### config.mk
export PLATFORM = sky130hd
export DESIGN_NAME = hcse_evaluator
export DESIGN_NICKNAME = d
export VERILOG_FILES = /design/src/rtl/hcse_evaluator.v /design/src/rtl/hcse_cipher_port.v
export VERILOG_INCLUDE_DIRS = /design/src /design/src/rtl
export SDC_FILE = /design/constraint.sdc
export NUM_CORES = 2
export LEC_CHECK = 0
export ABC_CLOCK_PERIOD_IN_PS = 8000
export BUFFER_PORTS_ARGS = -buffer_cell sky130_fd_sc_hd__buf_4
export CAP_MARGIN = 20
export CORE_ASPECT_RATIO = 1.1
export CORE_UTILIZATION = 30
export DETAILED_ROUTE_END_ITERATION = 10
export GPL_TIMING_DRIVEN = 0
export PLACE_DENSITY = 0.45
export SLEW_MARGIN = 30
export SYNTH_ARGS = -nofsm -noshare
export SYNTH_HDL_FRONTEND = slang
export SYNTH_HIERARCHICAL = 1
export SYNTH_SLANG_ARGS = --single-unit
### constraint.sdc
create_clock -name core_clk -period 8 [get_ports core_clk]
set_input_delay 1.6 -clock core_clk [delete_from_list [all_inputs] [get_ports core_clk]]
set_output_delay 1.6 -clock core_clk [all_outputs]
set_load 0.02 [all_outputs]
### src/rtl/hcse_regs.vh
// Constants for the hopping code synchronisation evaluator
`ifndef HCSE_REGS_VH
`define HCSE_REGS_VH
`define HCSE_SER_W      32
`define HCSE_KEY_W      64
`define HCSE_HOP_W      32
`define HCSE_CNT_W      16
`define HCSE_DISC_W     16
`define HCSE_SINGLE_WIN 16
`define HCSE_DOUBLE_WIN 32768
`define HCSE_ENTRIES    8
`define HCSE_CIPH_LAT   4
`endif

### src/rtl/hcse_evaluator.v
// Receiver-side learn and synchronisation-window evaluator
`default_nettype none
`include "hcse_regs.vh"
module hcse_evaluator #(
  parameter CNT_W   = `HCSE_CNT_W,
  parameter ENTRIES = `HCSE_ENTRIES,
  parameter SINGLE  = `HCSE_SINGLE_WIN,
  parameter DOUBLE  = `HCSE_DOUBLE_WIN,
  parameter ADV_ON_DOUBT = 1
) (
  // Clock and reset
  input  wire                   core_clk,
  input  wire                   rst,
  // Received code word, one-cycle strobe
  input  wire                   rx_valid,
  input  wire [`HCSE_SER_W-1:0] rx_serial,
  input  wire [`HCSE_HOP_W-1:0] rx_hop,
  input  wire [3:0]             rx_buttons,
  // Learn control
  input  wire                   learn_mode,
  // Cipher core interface
  output reg  [`HCSE_HOP_W-1:0] dec_data_q,
  output reg  [`HCSE_KEY_W-1:0] dec_key_q,
  output wire                   dec_req,
  input  wire [`HCSE_HOP_W-1:0] dec_plain,
  // Key generation result (from serial)
  input  wire [`HCSE_KEY_W-1:0] gen_key,
  // Results
  output reg                    exec_q,
  output reg  [3:0]             exec_buttons_q,
  output reg                    learned_q,
  output reg                    learn_fail_q,
  output reg                    busy_q
);
  // ****************************************************
  // Local types
  // ****************************************************
  localparam IDX_W = 3;
  localparam [6:0] S_IDLE = 7'b0000001, S_LOOK = 7'b0000010,
                   S_DEC  = 7'b0000100, S_WAIT = 7'b0001000,
                   S_EVAL = 7'b0010000, S_LRN  = 7'b0100000,
                   S_DONE = 7'b1000000;
  // Unsigned modulo difference of counters
  function [CNT_W-1:0] cdiff;
    input [CNT_W-1:0] a;
    input [CNT_W-1:0] b;
    begin
      cdiff = a - b;
    end
  endfunction
  // ****************************************************
  // Learned transmitter table
  // ****************************************************
  reg [`HCSE_SER_W-1:0] tbl_ser [0:ENTRIES-1];
  reg [CNT_W-1:0]       tbl_cnt [0:ENTRIES-1];
  reg [`HCSE_KEY_W-1:0] tbl_key [0:ENTRIES-1];
  reg [ENTRIES-1:0]     tbl_vld_q;             // Entry in use
  reg [IDX_W-1:0]       next_q;                // Next slot for learning
  // Capture registers
  reg [6:0]             st_q;
  reg [`HCSE_SER_W-1:0] ser_q;
  reg [3:0]             btn_q;
  reg [IDX_W-1:0]       hit_q;
  reg                   lrn_q;                 // Learn pass
  reg                   lrn_first_q;           // First learn press held
  reg [CNT_W-1:0]       lrn_cnt_q;             // Buffered learn counter
  reg                   dbl_pend_q;            // Double window pending
  reg [CNT_W-1:0]       dbl_cnt_q;
  reg [IDX_W-1:0]       dbl_idx_q;
  reg [`HCSE_HOP_W-1:0] plain_q;
  reg                   req_q;
  wire                  dec_done;
  integer               i;
  // ****************************************************
  // Serial lookup (combinational)
  // ****************************************************
  reg             hit;
  reg [IDX_W-1:0] hit_idx;
  always @* begin
    hit     = 1'b0;
    hit_idx = {IDX_W{1'b0}};
    for (i = 0; i < ENTRIES; i = i + 1) begin
      if (tbl_vld_q[i] && tbl_ser[i] == ser_q && !hit) begin
        hit     = 1'b1;
        hit_idx = i[IDX_W-1:0];
      end
    end
  end
  // ****************************************************
  // Decrypted field checks
  // ****************************************************
  wire [CNT_W-1:0] rx_cnt = plain_q[CNT_W-1:0];
  // Discrimination: low serial bits and button status must match
  wire disc_ok = (plain_q[31:28] == btn_q) &&
                 (plain_q[27:16] == ser_q[11:0]) &&
                 (CNT_W == 16);
  wire [CNT_W-1:0] diff = cdiff(rx_cnt, tbl_cnt[hit_q]);
  wire single_ok = (diff != {CNT_W{1'b0}}) &&
                   ({16'h0000, diff} <= SINGLE);
  wire double_ok = ({16'h0000, diff} > SINGLE) &&
                   ({16'h0000, diff} <= DOUBLE);
  wire seq_dbl   = dbl_pend_q && (dbl_idx_q == hit_q) &&
                   (cdiff(rx_cnt, dbl_cnt_q) == 1);
  assign dec_req = req_q;
  // Cipher latency model port
  hcse_cipher_port #(.LAT(`HCSE_CIPH_LAT)) u_ciph (
    .core_clk (core_clk),
    .rst      (rst),
    .req      (req_q),
    .done     (dec_done)
  );
  // ****************************************************
  // Control state machine
  // ****************************************************
  always @(posedge core_clk or posedge rst) begin
    if (rst) begin
      st_q <= S_IDLE;
      ser_q <= 32'h0000_0000;
      btn_q <= 4'h0;
      hit_q <= {IDX_W{1'b0}};
      lrn_q <= 1'b0;
      lrn_first_q <= 1'b0;
      lrn_cnt_q <= {CNT_W{1'b0}};
      dbl_pend_q <= 1'b0;
      dbl_cnt_q <= {CNT_W{1'b0}};
      dbl_idx_q <= {IDX_W{1'b0}};
      plain_q <= 32'h0000_0000;
      req_q <= 1'b0;
      dec_data_q <= 32'h0000_0000;
      dec_key_q <= 64'h0000_0000_0000_0000;
      tbl_vld_q <= {ENTRIES{1'b0}};
      next_q <= {IDX_W{1'b0}};
      exec_q <= 1'b0;
      exec_buttons_q <= 4'h0;
      learned_q <= 1'b0;
      learn_fail_q <= 1'b0;
      busy_q <= 1'b0;
    end else begin
      req_q <= 1'b0;
      exec_q <= 1'b0;
      learned_q <= 1'b0;
      learn_fail_q <= 1'b0;
      case (st_q)
        // Wait for a code word
        S_IDLE: begin
          busy_q <= 1'b0;
          if (rx_valid) begin
            ser_q <= rx_serial;
            btn_q <= rx_buttons;
            dec_data_q <= rx_hop;
            lrn_q <= learn_mode;
            busy_q <= 1'b1;
            st_q <= S_LOOK;
          end
        end
        // Table lookup or key derivation
        S_LOOK: begin
          if (lrn_q) begin
            dec_key_q <= gen_key;
            req_q <= 1'b1;
            st_q <= S_WAIT;
          end else if (hit) begin
            hit_q <= hit_idx;
            dec_key_q <= tbl_key[hit_idx];
            req_q <= 1'b1;
            st_q <= S_WAIT;
          end else begin
            busy_q <= 1'b0; // Unknown serial drops out at once
            st_q <= S_IDLE;
          end
        end
        // Wait for decryption answer
        S_WAIT: begin
          if (dec_done)
            st_q <= S_DEC;
        end
        // Capture plain text
        S_DEC: begin
          plain_q <= dec_plain;
          st_q <= lrn_q ? S_LRN : S_EVAL;
        end
        // Synchronisation window evaluation
        S_EVAL: begin
          st_q <= S_DONE;
          if (disc_ok) begin
            if (single_ok || seq_dbl) begin
              exec_q <= 1'b1;
              exec_buttons_q <= btn_q;
              tbl_cnt[hit_q] <= rx_cnt;
              dbl_pend_q <= 1'b0;
            end else if (double_ok) begin
              dbl_pend_q <= 1'b1;
              dbl_cnt_q <= rx_cnt;
              dbl_idx_q <= hit_q;
              // Advance to the doubtful counter so its replay is blocked
              if (ADV_ON_DOUBT != 0)
                tbl_cnt[hit_q] <= rx_cnt;
            end
            // Blocked window: ignored
          end
        end
        // Learning two-press sequence
        S_LRN: begin
          st_q <= S_DONE;
          if (!disc_ok) begin
            learn_fail_q <= 1'b1;
            lrn_first_q <= 1'b0;
          end else if (!lrn_first_q) begin
            lrn_first_q <= 1'b1;
            lrn_cnt_q <= rx_cnt;
          end else if (cdiff(rx_cnt, lrn_cnt_q) == 1) begin
            tbl_ser[next_q] <= ser_q;
            tbl_cnt[next_q] <= rx_cnt;
            tbl_key[next_q] <= dec_key_q;
            tbl_vld_q[next_q] <= 1'b1;
            next_q <= next_q + 1'b1;
            lrn_first_q <= 1'b0;
            learned_q <= 1'b1;
          end else begin
            lrn_first_q <= 1'b0;
            learn_fail_q <= 1'b1;
          end
        end
        default: begin
          busy_q <= 1'b0;
          st_q <= S_IDLE;
        end
      endcase
    end
  end
endmodule
`default_nettype wire

### src/rtl/hcse_cipher_port.v
// Cipher request/answer stub port: fixed-latency handshake to external core
`default_nettype none
`include "hcse_regs.vh"
module hcse_cipher_port #(
  parameter LAT = `HCSE_CIPH_LAT
) (
  // Clock and reset
  input  wire        core_clk,
  input  wire        rst,
  // Request from evaluator
  input  wire        req,
  // Answer back
  output wire        done
);
  // ****************************************************
  // Latency counter for the external cipher core
  // ****************************************************
  reg [7:0] cnt_q;     // Cycles remaining
  reg       busy_q;    // Request in flight
  // Count down while busy
  always @(posedge core_clk or posedge rst) begin
    if (rst) begin
      cnt_q  <= 8'h00;
      busy_q <= 1'b0;
    end else if (req && !busy_q) begin
      cnt_q  <= LAT[7:0];
      busy_q <= 1'b1;
    end else if (busy_q) begin
      if (cnt_q == 8'h01)
        busy_q <= 1'b0;
      cnt_q <= cnt_q - 8'h01;
    end
  end
  assign done = busy_q && (cnt_q == 8'h01);
endmodule
`default_nettype wire

==> flow_metrics.py <==
metrics = {
    "outcome": {
        "outcome": "finished, final reports clean",
    },
    "floorplan": {
        "die_w_microns": 386,
        "start_util_pct": 30.3,
        "die_y_microns": 425,
        "std_cell_rows": 154,
        "io_pins": 273,
        "core_area_sq_um": 161000,
        "dieArea_sq_um": 164000,
    },
    "sta": {
        "rsz0062_at_grt": "false",
        "setup_slack_ns": 1.87,
        "slew_violations": 0,
        "fmax_ghz": 0.163,
        "setup_tns_ns": 0,
        "slew_headroom_pct": 29.0,
        "setup_viol": 0,
        "finalClockSkew_ns": 0.0527,
        "hold_viol": 0,
        "fin_crit_ns": 6.13,
        "tightest_slew_ns": 1.05,
        "post-route-period-util_pct": 76.7,
        "fin_hold_ws_ns": 0.459,
    },
    "global_routing": {
        "grtUsageTotal_pct": 18.0,
        "grt_max_degree": 27,
        "antenna_found_initial": 14,
        "grt_pass1_wl_mm": 215,
        "grt.overflow.total": 0,
        "first_global_vias": 30919,
    },
    "power": {
        "combPwrFrac_pct": 20.0,
        "seq_power_share_pct": 46.3,
        "powerDensity_nw_per_um2": 300,
        "p_switching_w": 0.00579,
        "intPower_w": 0.0121,
        "clkPwrFrac_pct": 33.6,
        "p_leak_nw": 20.4,
        "power_switching_share_pct": 32.3,
        "ir_drop_v": 0.000175,
    },
    "drt": {
        "drt_iter0_markers": 2106,
        "drc_errors": 0,
        "ant_nets": 0,
        "dr.pass1.iters": 5,
        "wl_mm": 148,
        "num_vias": 30266,
        "wl_per_cell_microns": 24.5,
        "via_per_inst": 5.00,
    },
    "synth": {
        "yosys_warnings": 6,
        "avgSynthCellArea_sq_um": 14.6,
        "synth_area_sq_um": 48700,
        "ys_ff_latch": 1137,
        "synth_seq_area_share_pct": 67.6,
        "synth_nets": 3559,
        "async_flop_share_pct": 21.2,
        "yosysUniqueCellTypes": 85,
        "syn-instance-count": 3341,
        "synth_edf_count": 896,
        "synth_flop_cell": "edfxtp_1",
    },
    "cts": {
        "cts.path.max_buffers": 3,
        "cts_tree": "done",
        "insertion_delay_ns": 0.78,
        "postCtsHoldBufs": 0,
        "cts.repair.resized": 0,
        "cts_htree_levels": 4,
        "cts_sinks": 1137,
        "path_clk_slew_ns": 0.06,
        "cts_buffers": 136,
        "cts_setup_buffers": 0,
        "root_buffer": "clkbuf_16",
    },
    "final_layout": {
        "nets": 4052,
        "area_growth_pct": 22.5,
        "drive_above_1_share_pct": 24.5,
    },
    "placed_design": {
        "port_buffers": 272,
        "post-place-ws_ns": 1.85,
        "gp_congestion": 0.893,
        "dpl.hpwl_mm": 105,
    },
    "critical_path": {
        "cp_cell_sequence": "buf_1 -> clkbuf_1 -> mux4_2 -> mux2i_1 -> ha_1 -> nor2b_1 -> o211a_1 -> or3_1 -> clkbuf_1 -> or2_2 -> or3_1 -> a21oi_1 -> a31oi_1 -> o31ai_1 -> a22oi_2 -> buf_6",
        "critPathBufInv": 4,
        "reg2reg_setup_slack_ns": 1.87,
        "slowest_delay_ns": 0.81,
        "r2r_cells": 16,
        "crit_slowest_cell": "o31ai_1",
        "rr_endpoint": "tbl_cnt[6][2]",
        "r2r_start": "hit_q[1]",
        "critPathLaunchType": "register",
        "endpoint_kind": "register",
        "crit_type": "register to register",
        "crit_family": "compound AO/OA/AOI/OAI gates",
        "crit_fanout": 10,
        "crit_arrival_ns": 6.66,
        "crit_required_ns": 8.52,
    },
    "min_path": {
        "hold_path_class": "register to register",
        "whs_endpoint": "u_ciph/cnt_q[7]",
        "min_from": "u_ciph/cnt_q[7]",
        "min_path_cells": 1,
    },
    "run": {
        "drv_cap": 0,
    },
}
synth_stat cells, types with 9 or more instances:
cell type	n	share of area (%)
a21o_1	15	0.23
a21oi_1	104	1.1
and3_1	72	0.92
buf_1	15	0.12
buf_2	54	0.55
clkbuf_1	94	0.72
dfrtp_1	240	12
edfxtp_1	896	55
ha_1	48	1.2
inv_1	68	0.52
mux2_1	20	0.46
mux2_2	269	6.2
mux2i_1	23	0.47
mux4_2	32	1.5
nand2_1	161	1.2
nand2b_1	16	0.21
nand3_1	149	1.5
nand4_1	47	0.60
nand4b_1	13	0.23
nor2_1	59	0.45
nor2b_1	15	0.19
nor3_1	34	0.35
nor4_1	96	1.2
o211ai_1	13	0.20
o21a_1	13	0.20
o21ai_0	149	1.5
o21ai_1	92	0.94
o221ai_1	66	1.2
o31ai_1	9	0.14
or3_1	14	0.18
or4_1	11	0.17
xnor2_1	62	1.1
xor2_1	229	4.1
registers in the layout, summed over array words and instances (netlist names), 4 cells and up:
| register | count |
|---|---|
| u_ciph/cnt_q | 8 |
| tbl_cnt | 128 |
| exec_buttons_q | 4 |
| btn_q | 4 |
| tbl_vld_q | 8 |
| st_q | 7 |
| plain_q | 32 |
| dec_data_q | 32 |
| dbl_cnt_q | 16 |
| tbl_key | 512 |
| dec_key_q | 64 |
| tbl_ser | 256 |
| ser_q | 32 |
| lrn_cnt_q | 16 |
kinds of logic after synthesis:
logic type               Yosys count  synth area share (%)
buffers and inverters            240                  2.09
adder cells (fa/ha/maj)           50                  1.31
AO/OA/AOI/OAI                    544                  6.95
multiplexers                     344                  8.63
XOR/XNOR                         291                  5.23
flip-flops                      1137                  67.6
AND/OR/NAND/NOR                  735                  8.21
layer usage:
metal	part of all wire, %	routed length (microns)	vias to the layer above	track usage, %
met5	0.042	62	-	0
met4	2.7	4060	10	5.64
met3	5.1	7570	178	3.58
met2	49	72600	729	30.0
met1	43	64000	15486	23.4
li1	-	-	13863	-
power groups by stage:
stage | registers, W | clock network, W | logic (W)
global route | 0.00841 | 0.00641 | 0.00385
floorplan | 0.00828 | 0 | 0.00178
global placement | 0.00842 | 0 | 0.00360
finish | 0.00831 | 0.00603 | 0.00359
detailed placement | 0.00845 | 0 | 0.00361
CTS | 0.00833 | 0.00618 | 0.00363
cell type report:
| type | count | area [sq um] |
|---|---|---|
| antenna | 2 | 5.00 |
| multi-input combinational | 1964 | 14900 |
| clock buffer | 200 | 3870 |
| inverter | 69 | 263 |
| fill | 15443 | 101000 |
| clock inverter | 52 | 475 |
| buffer | 171 | 766 |
| timing repair buffer | 355 | 3840 |
| sequential | 1137 | 32900 |
| tap | 2106 | 2640 |
stage by stage:
| step | total power, W | std cells | utilization, % | cell area, sq um |
|---|---|---|---|---|
| 3_5_place_dp | 0.0121 | 5802 | 34.5 | 55400 |
| 4_1_cts | 0.0181 | 6054 | 37.2 | 59700 |
| 6_report | 0.0179 | 6056 | 37.2 | 59700 |
| 5_1_grt | 0.0187 | 6055 | 37.2 | 59700 |
| 3_3_place_gp | 0.0120 | 5719 | 33.3 | 53400 |
| 2_1_floorplan | 0.0101 | 3341 | - | 48800 |
worst max path at each step:
| stage | startpoint | end | slack [ns] | depth (start not counted) |
|---|---|---|---|---|
| CTS | hit_q[1] | tbl_cnt[6][6] | 1.82 | 16 |
| floorplan | rst | tbl_key[4][0] | -0.19 | 5 |
| finish | hit_q[1] | tbl_cnt[6][2] | 1.87 | 16 |
| global route | plain_q[0] | tbl_key[3][37] | 1.59 | 18 |
| global placement | rst | tbl_key[4][28] | -5.69 | 6 |
| detailed placement | hit_q[1] | tbl_cnt[6][8] | 1.85 | 16 |
cells in the final DEF (no fill, tap or decap), types with 134 or more instances in the layout:
cell / instances
o21ai_0: 149
dfrtp_1: 240
mux2_2: 269
clkbuf_1: 134
buf_4: 283
nand2_1: 161
clkbuf_16: 138
edfxtp_1: 896
nand3_1: 149
xor2_1: 229
worst reg2reg max path, cell delays in order (launching register included):
cell and delay, ns:
dfrtp_1 0.41, buf_1 0.55, clkbuf_1 0.68, mux4_2 0.41, mux2i_1 0.17, ha_1 0.29
nor2b_1 0.19, o211a_1 0.21, or3_1 0.30, clkbuf_1 0.16, or2_2 0.30, or3_1 0.31
a21oi_1 0.28, a31oi_1 0.23, o31ai_1 0.81, a22oi_2 0.34, buf_6 0.24
No activity file was read; power rests on OpenSTA's default activity.
